[config.mk]
export PLATFORM = sky130hd
export DESIGN_NAME = fdcmd_decoder
export DESIGN_NICKNAME = d
export VERILOG_FILES = /design/src/fdcmd_pkg.sv /design/src/fdcmd_decoder.sv
export VERILOG_INCLUDE_DIRS = /design/src
export SDC_FILE = /design/constraint.sdc
export NUM_CORES = 1
export LEC_CHECK = 0
export BUFFER_PORTS_ARGS = -buffer_cell sky130_fd_sc_hd__buf_2
export CAP_MARGIN = 20
export CORE_MARGIN = 5
export CORE_UTILIZATION = 55
export DETAILED_ROUTE_END_ITERATION = 8
export GPL_TIMING_DRIVEN = 0
export PLACE_DENSITY_LB_ADDON = 0.15
export SYNTH_ARGS = -nofsm -noshare
export SYNTH_HDL_FRONTEND = slang
export SYNTH_SLANG_ARGS = --single-unit
[constraint.sdc]
create_clock -name core_clk -period 10.5 [get_ports core_clk]
set_input_delay 2.625 -clock core_clk [delete_from_list [all_inputs] [get_ports core_clk]]
set_output_delay 2.625 -clock core_clk [all_outputs]
set_load 0.005 [all_outputs]
[src/fdcmd_defs.svh]
// Offsets, field positions, reset values and timing counts of the command decoder
`ifndef FDCMD_DEFS_SVH
`define FDCMD_DEFS_SVH
`define FDCMD_OFF_MSR       12'h000
`define FDCMD_OFF_DATA      12'h004
`define FDCMD_OFF_DRV       12'h008
`define FDCMD_OFF_SET       12'h00C
`define FDCMD_OP_RECAL      8'h07
`define FDCMD_OP_SEEK       8'h0F
`define FDCMD_OP_SENSEI     8'h08
`define FDCMD_OP_SENSED     8'h04
`define FDCMD_OP_DUMP       8'h0E
`define FDCMD_ST0_INVALID   8'h80
`define FDCMD_ST0_SEEKEND   8'h20
`define FDCMD_MSR_RQM       7
`define FDCMD_MSR_DIO       6
`define FDCMD_MSR_BUSY      4
`define FDCMD_SET_RESET     32'h0000_0000
`define FDCMD_STEP_NS       1000
`define FDCMD_STEP_CYC      ((`FDCMD_STEP_NS + 9) / 10)
`endif

[src/fdcmd_pkg.sv]
// Types shared by the command decoder
package fdcmd_pkg;
    typedef enum logic [4:0] {
        FDCMD_IDLE   = 5'h01,
        FDCMD_PARAM  = 5'h02,
        FDCMD_EXEC   = 5'h04,
        FDCMD_RESULT = 5'h08,
        FDCMD_WAIT   = 5'h10
    } fdcmd_state_e;
    typedef struct packed {
        logic       track0_n;
        logic       wprot_n;
        logic       ready;
    } fdcmd_drive_in_s;
    typedef struct packed {
        logic       step;
        logic       dir_in;
        logic [1:0] drive_sel;
        logic       head_sel;
    } fdcmd_drive_out_s;
endpackage : fdcmd_pkg

[src/fdcmd_decoder.sv]
// Floppy command decoder: APB slave, command/result FIFO, seek engine
`include "fdcmd_defs.svh"
module fdcmd_decoder #(
    parameter int STEP_CYC = `FDCMD_STEP_CYC
) (
    input  wire logic                        core_clk,
    input  wire logic                        rst,
    input  wire logic                        clk_en,
    input  wire logic                        psel,
    input  wire logic                        penable,
    input  wire logic                        pwrite,
    input  wire logic [11:0]                 paddr,
    input  wire logic [31:0]                 pwdata,
    output logic      [31:0]                 prdata,
    output logic                             pready,
    output logic                             pslverr,
    input  wire fdcmd_pkg::fdcmd_drive_in_s  drive_in,
    output fdcmd_pkg::fdcmd_drive_out_s      drive_out,
    output logic                             irq
);
    import fdcmd_pkg::*;

    // Step timer is 16 bits wide and needs at least two idle cycles between pulses
    if (STEP_CYC < 2 || STEP_CYC > 32'h0000_FFFF) begin : g_bad_step
        $error("STEP_CYC out of range");
    end

    // Pin synchroniser, three stages; second and third must agree
    logic [2:0] s1, s2, s3, pin_q;
    always_ff @(posedge core_clk) begin
        if (rst) begin
            s1 <= 3'h7; s2 <= 3'h7; s3 <= 3'h7; pin_q <= 3'h7;
        end else if (clk_en) begin
            s1 <= drive_in;
            s2 <= s1;
            s3 <= s2;
            if (s2 == s3) pin_q <= s3;
        end
    end
    wire track0 = ~pin_q[2];                    // Head at cylinder zero

    fdcmd_state_e     state;                    // Command phase
    logic [7:0]       opcode;                   // Latched command byte
    logic [1:0]       pcnt;                     // Parameter bytes received
    logic [1:0]       drv;                      // Selected drive
    logic             head;                     // Selected head
    logic [7:0]       target_cylinder;          // Seek goal
    logic [7:0]       present_cylinder [4];     // Per-drive position
    logic [7:0]       res [10];                 // Result bytes
    logic [3:0]       rcnt, ridx;               // Result length, read index
    logic             recal;                    // Recalibrate in progress
    logic [15:0]      step_tmr;                 // Step pacing
    logic [7:0]       status_zero_byte;         // Last completion status
    logic [31:0]      settings;                 // Software settings word
    logic             int_pend;                 // Completion interrupt

    // APB: zero-wait answer, errors on unmapped offsets
    wire acc   = psel & penable & clk_en;
    wire wr    = acc & pwrite;
    wire rd    = acc & ~pwrite;
    wire a_dat = paddr == `FDCMD_OFF_DATA;
    wire mapped = a_dat | (paddr == `FDCMD_OFF_MSR) | (paddr == `FDCMD_OFF_DRV) | (paddr == `FDCMD_OFF_SET);
    assign pready  = 1'b1;
    assign pslverr = psel & penable & ~mapped;

    // Main status: host may write when waiting for bytes, read in results
    wire rqm = (state == FDCMD_IDLE) | (state == FDCMD_PARAM) | (state == FDCMD_RESULT);
    wire dio = state == FDCMD_RESULT;
    wire [7:0] msr = {rqm, dio, 1'b0, ~(state == FDCMD_IDLE), 4'h0};

    wire cmd_wr = wr & a_dat & ((state == FDCMD_IDLE) | (state == FDCMD_PARAM));
    wire res_rd = rd & a_dat & (state == FDCMD_RESULT);

    // Parameters needed per opcode
    function automatic logic [1:0] nparams(input logic [7:0] op);
        case (op)
            `FDCMD_OP_RECAL:  nparams = 2'd1;
            `FDCMD_OP_SEEK:   nparams = 2'd2;
            `FDCMD_OP_SENSED: nparams = 2'd1;
            default:          nparams = 2'd0;
        endcase
    endfunction : nparams

    wire dest_reached = recal ? track0 : (present_cylinder[drv] == target_cylinder);

    // Phase sequencer
    always_ff @(posedge core_clk) begin
        if (rst) begin
            state <= FDCMD_IDLE;
            opcode <= 8'h00; pcnt <= 2'd0; drv <= 2'd0; head <= 1'b0;
            target_cylinder <= 8'h00; recal <= 1'b0; rcnt <= 4'h0; ridx <= 4'h0;
            for (int i = 0; i < 10; i++) res[i] <= 8'h00;
        end else if (clk_en) begin
            case (state)
                FDCMD_IDLE: begin
                    if (cmd_wr) begin
                        opcode <= pwdata[7:0];
                        pcnt <= 2'd0;
                        ridx <= 4'h0;
                        case (pwdata[7:0])
                            `FDCMD_OP_RECAL, `FDCMD_OP_SEEK, `FDCMD_OP_SENSED: state <= FDCMD_PARAM;
                            `FDCMD_OP_SENSEI: begin
                                res[0] <= status_zero_byte;
                                res[1] <= present_cylinder[drv];
                                rcnt <= 4'd2;
                                state <= FDCMD_RESULT;
                            end
                            `FDCMD_OP_DUMP: begin
                                for (int i = 0; i < 4; i++) res[i] <= present_cylinder[i];
                                for (int i = 0; i < 4; i++) res[4+i] <= settings[8*i +: 8];
                                res[8] <= 8'h00;
                                res[9] <= 8'h00;
                                rcnt <= 4'd10;
                                state <= FDCMD_RESULT;
                            end
                            default: begin
                                res[0] <= `FDCMD_ST0_INVALID;
                                rcnt <= 4'd1;
                                state <= FDCMD_RESULT;
                            end
                        endcase
                    end
                end
                FDCMD_PARAM: begin
                    if (cmd_wr) begin
                        pcnt <= pcnt + 2'd1;
                        if (pcnt == 2'd0) begin
                            drv <= pwdata[1:0];
                            head <= pwdata[2];
                        end else begin
                            target_cylinder <= pwdata[7:0];
                        end
                        if (pcnt + 2'd1 == nparams(opcode)) begin
                            if (opcode == `FDCMD_OP_SENSED) begin
                                res[0] <= {1'b0, ~pin_q[1], pin_q[0], track0, 1'b1, pwdata[2:0]};
                                rcnt <= 4'd1;
                                state <= FDCMD_RESULT;
                            end else begin
                                recal <= opcode == `FDCMD_OP_RECAL;
                                state <= FDCMD_EXEC;
                            end
                        end
                    end
                end
                FDCMD_EXEC: begin
                    if (dest_reached && step_tmr == 16'h0000) begin
                        recal <= 1'b0;
                        state <= FDCMD_IDLE;
                    end
                end
                FDCMD_RESULT: begin
                    if (res_rd) begin
                        ridx <= ridx + 4'd1;
                        if (ridx + 4'd1 == rcnt) state <= FDCMD_IDLE;
                    end
                end
                default: state <= FDCMD_IDLE;
            endcase
        end
    end

    // Step engine: one pulse per period until destination
    always_ff @(posedge core_clk) begin
        if (rst) begin
            step_tmr <= 16'h0000;
            drive_out <= '0;
            for (int i = 0; i < 4; i++) present_cylinder[i] <= 8'h00;
        end else if (clk_en) begin
            drive_out.drive_sel <= drv;
            drive_out.head_sel <= head;
            drive_out.step <= 1'b0;
            if (step_tmr != 16'h0000) begin
                step_tmr <= step_tmr - 16'h0001;
            end else if (state == FDCMD_EXEC && !dest_reached) begin
                drive_out.step <= 1'b1;
                step_tmr <= 16'(STEP_CYC);
                if (recal || target_cylinder < present_cylinder[drv]) begin
                    drive_out.dir_in <= 1'b0;
                    present_cylinder[drv] <= present_cylinder[drv] - 8'h01;
                end else begin
                    drive_out.dir_in <= 1'b1;
                    present_cylinder[drv] <= present_cylinder[drv] + 8'h01;
                end
            end else if (state == FDCMD_EXEC && recal) begin
                present_cylinder[drv] <= 8'h00;
            end
        end
    end

    // Completion interrupt and status; set beats a sense clear
    wire done = state == FDCMD_EXEC && dest_reached && step_tmr == 16'h0000;
    always_ff @(posedge core_clk) begin
        if (rst) begin
            int_pend <= 1'b0;
            status_zero_byte <= 8'h00;
            settings <= `FDCMD_SET_RESET;
        end else if (clk_en) begin
            if (done) begin
                int_pend <= 1'b1;
                status_zero_byte <= `FDCMD_ST0_SEEKEND | {5'h00, head, drv};
            end else if (cmd_wr && state == FDCMD_IDLE && pwdata[7:0] == `FDCMD_OP_SENSEI) begin
                int_pend <= 1'b0;
            end
            if (wr && paddr == `FDCMD_OFF_SET) settings <= pwdata;
        end
    end
    assign irq = int_pend;

    // Read data from flip-flops
    always_ff @(posedge core_clk) begin
        if (rst) begin
            prdata <= 32'h0000_0000;
        end else if (clk_en && psel && !penable && !pwrite) begin
            case (paddr)
                `FDCMD_OFF_MSR:  prdata <= {24'h000000, msr};
                `FDCMD_OFF_DATA: prdata <= {24'h000000, res[ridx]};
                `FDCMD_OFF_DRV:  prdata <= {16'h0000, present_cylinder[drv], 6'h00, drv};
                `FDCMD_OFF_SET:  prdata <= settings;
                default:         prdata <= 32'h0000_0000;
            endcase
        end
    end

    // Checks
    a_invalid_result: assert property (@(posedge core_clk) disable iff (rst)
        (clk_en && cmd_wr && state == FDCMD_IDLE && pwdata[7:0] == 8'hFF) |=> (res[0] == 8'h80 && rcnt == 4'd1))
        else $error("invalid opcode result wrong");
    a_invalid_nostep: assert property (@(posedge core_clk) disable iff (rst)
        (state == FDCMD_RESULT && opcode == 8'hFF) |-> !drive_out.step)
        else $error("step during no-op");
    a_msr_result: assert property (@(posedge core_clk) disable iff (rst)
        (state == FDCMD_RESULT) |-> (rqm && dio))
        else $error("status bits stale");
    a_exec_norqm: assert property (@(posedge core_clk) disable iff (rst)
        (state == FDCMD_EXEC) |-> !rqm)
        else $error("request during execution");
    a_sense_two: assert property (@(posedge core_clk) disable iff (rst)
        (clk_en && cmd_wr && state == FDCMD_IDLE && pwdata[7:0] == 8'h08) |=> (rcnt == 4'd2))
        else $error("sense interrupt length");
    a_sensed_one: assert property (@(posedge core_clk) disable iff (rst)
        (clk_en && cmd_wr && state == FDCMD_PARAM && opcode == 8'h04) |=> (rcnt == 4'd1 && state == FDCMD_RESULT))
        else $error("sense drive length");
    a_dump_len: assert property (@(posedge core_clk) disable iff (rst)
        (clk_en && cmd_wr && state == FDCMD_IDLE && pwdata[7:0] == 8'h0E) |=> (rcnt == 4'd10))
        else $error("dump length");
    a_recal_out: assert property (@(posedge core_clk) disable iff (rst)
        (drive_out.step && recal) |-> !drive_out.dir_in)
        else $error("recalibrate stepped inward");
    a_done_irq: assert property (@(posedge core_clk) disable iff (rst)
        (clk_en && done) |=> irq)
        else $error("no completion interrupt");
    a_idle_after: assert property (@(posedge core_clk) disable iff (rst)
        (clk_en && res_rd && ridx + 4'd1 == rcnt) |=> state == FDCMD_IDLE)
        else $error("not idle after results");
endmodule : fdcmd_decoder

==> parameters.txt <==
Parameter                              Value

Setup path
  Critical Path End Type    output port
  Cells on worst reg2reg path    15
  Maximum fanout count along the critical path    6
  Worst path required time    7880 ps
  Worst path arrival time    4090 ps
  Classification of the worst setup path    in2out
  Startpoint kind of the worst setup timing path    input pin

Routing
  Per-cell routed wire length    20.4 µm
  Starting DRT DRC Count    593
  Per-cell via count in the routed design    5.83
  Initial DRT Pass Iterations    5
  Number of nets still failing antenna checks after routing    0
  Final wirelength    30.2 mm
  Number of remaining DRC errors    0
  Total via count in the routed design    8641

Synthesis
  Synthesis-stage register bit count    237
  Syn Area/Cell    10.0 µm²
  Number of instances in the synthesized netlist    1079
  Combined area of all synthesized cells    10800 µm²
  Share of synthesized flip-flops with an asynchronous set or reset    0
  Post-Syn Nets    1151
  Proportion of synthesized chip area in sequential cells    0.528
  Post-synth cell types    71
  Top flip-flop cell by instance count after synthesis    dfxtp_1
  Number of enable-type register cells in the synthesized netlist    96
  Yosys warns    0

Floorplanning
  Effective utilization at floorplan    0.557
  Die boundary width    150 µm
  Area of the die    22500 µm²
  Floorplan core area    19400 µm²
  Height of the chip    150 µm
  Number of placement rows    51
  Count of pins on the block boundary    93

Finish
  Fraction of final layout cells sized beyond drive strength 1    0.148
  Fillers    1612
  Util after Layout    0.641
  Nets@finish    1270
  Area added between synthesis and finish    15.2%
  Area of all placed cells without fillers    12400 µm²

Run status
  Result of the run    completed

Clock network
  Post-CTS Hold Fix Bufs    0
  Library cell used as clock root buffer    clkbuf_16
  Gates resized, CTS repair    0
  CTS tree    yes
  CTS Sinks    237
  Clk Latency, worst-skew pair    530 ps
  H-tree levels    1
  Clock transition at the register clock pins on the worst setup and hold paths after CTS    60 ps
  Post-CTS Setup Bufs    0
  Number of buffers created by CTS    26
  Buffer depth of the longest clock path    3

Global route
  Number of global-route vias before repair    8505
  Antenna violations before repair    0
  Total global routing track utilization    0.270
  Pin count of the biggest net entering global routing    40
  First-pass GRT wire length    47.0 mm
  Residual overflow from global routing    0

Placed design
  Placer's final routability congestion estimate    0.916
  Pre-CTS WS    3780 ps
  Area post-placement    11600 µm²
  PortBufs    89
  Final HPWL DP    22.6 mm

STA
  Total Negative Setup Slacks    0 ps
  Worst rel slew slack    0.329
  Final Hold Vio Count    0
  Hold slack final    449 ps
  Final period demand of the worst path    6710 ps
  Final clock period utilization by the worst path    0.640
  Slew at the pin closest to its max-slew limit    998 ps
  Final worst-path setup slack    3790 ps
  Maximum clock rate    149 MHz
  RSZ-0062 raised after global routing    false
  Skew final    10.2 ps
  Number of setup violations in the final report    0
  Final-report max-slew violation count    0

Power
  Worst supply voltage drop on vdd    0.000160 V
  Cell leakage power    4.69 nW
  Power density over the cells    179 nW/µm²

Worst hold path
  Instance count along the most critical hold path    2
  Hold/Removal Path Class    reg2reg

Run
  Number of violations of the max-capacitance limit    0
[where the power goes]
group          internal [mW]  leakage (nW)  switching (mW)
Combinational          0.121          2.15           0.185
Clock                  0.517         0.411           0.374
Sequential             0.996          2.13          0.0310
[cell usage in the layout, fill, tap and decap left out, types with 6 or more instances in the layout]
master / netlist / routed
a211oi_1: 8 / 8
nor2b_1: 6 / 6
dfxtp_1: 141 / 141
ha_1: 18 / 18
clkbuf_16: 0 / 28
nor3_1: 29 / 29
nor4_1: 11 / 11
nor2_1: 108 / 108
and2_1: 50 / 50
nand3_1: 37 / 37
nand2_1: 161 / 160
nand2b_1: 7 / 7
edfxtp_1: 96 / 96
buf_2: 0 / 90
nand4_1: 18 / 18
xnor2_1: 11 / 11
mux2i_1: 33 / 33
a22oi_1: 12 / 12
a21oi_1: 84 / 84
xor2_1: 17 / 17
clkinv_2: 0 / 6
clkbuf_1: 60 / 64
inv_1: 23 / 23
o21ai_0: 24 / 24
nand3b_1: 7 / 7
mux4_2: 23 / 23
mux2_2: 7 / 7
[synthesized netlist by cell type, drive strengths merged (8+ instances only)]
cell | instances | area [µm²]
clkbuf | 61 | 230
nor4 | 11 | 68.8
a22oi | 12 | 90.1
nand3 | 37 | 185
nor2 | 108 | 405
mux2 | 8 | 93.8
mux4 | 23 | 518
a21oi | 84 | 420
mux2i | 33 | 330
nor3 | 30 | 155
o21ai | 24 | 120
nand2 | 161 | 604
xor2 | 17 | 149
dfxtp | 141 | 2820
and2 | 51 | 322
nand4 | 18 | 113
a211oi | 8 | 60.1
inv | 23 | 86.3
xnor2 | 11 | 96.3
edfxtp | 96 | 2880
ha | 18 | 225
[state kept, by name, summed over array words and instances, names as in the netlist, 3 cells and up, named ones only]
register          flops
res                  64
prdata               32
present_cylinder     32
settings             32
step_tmr             16
opcode                8
target_cylinder       8
drive_out             5
ridx                  4
state                 4
status_zero_byte      4
pin_q                 3
rcnt                  3
s1                    3
s2                    3
s3                    3
[stage by stage]
| step | total power, mW | cells |
|---|---|---|
| floorplan | 1.27 | 1079 |
| global placement | 1.34 | 1433 |
| detailed placement | 1.35 | 1435 |
| CTS | 2.23 | 1482 |
| global route | 2.31 | 1482 |
| finish | 2.22 | 1483 |
[area by class of cell]
cell class / instances / area [µm²] / area share
flip-flops and latches: 237 / 5710 / 0.459
multi-input cells: 751 / 4740 / 0.381
clock buffers: 33 / 729 / 0.0586
repair buffers: 91 / 470 / 0.0378
well taps: 265 / 332 / 0.0266
plain buffers: 68 / 275 / 0.0221
clock inverters: 14 / 104 / 0.00835
inverters: 23 / 86.3 / 0.00694
diodes: 1 / 2.50 / 0.000201
[metal layers]
layer | up-vias | share of wire | GRT usage
met3 | 79 | 0.065 | 0.0409
li1 | 4084 | - | -
met5 | - | 0 | 0
met2 | 336 | 0.49 | 0.465
met4 | 0 | 0.038 | 0.0979
met1 | 4142 | 0.41 | 0.347
[path summary, 6_finish.rpt]
kind / startpoint / endpoint / slack [ps]
max: paddr[5] / pslverr / 3790
min: prdata[17]$_SDFFE_PP0P_ / prdata[17]$_SDFFE_PP0P_ / 450
max reg2reg: register / present_cylinder[1][7]$_SDFFCE_PN0P_ / 5200
min reg2reg: prdata[17]$_SDFFE_PP0P_ / prdata[17]$_SDFFE_PP0P_ / 450
[critical path: stages]
cell and delay, ps:
buf_2 100, nor4_1 600, nand3_1 360, and3_1 280
buf_2 120
[cell families after synthesis]
| logic type | share of synthesized area |
|---|---|
| xor+xnor | 0.0248 |
| simple gates | 0.211 |
| fa+ha+maj | 0.0227 |
| flops | 0.528 |
| other cells | 0.000347 |
| buf+inv | 0.0335 |
| compound gates | 0.0923 |
| mux | 0.0872 |
Note: power is estimated with default switching activity, not from simulation.
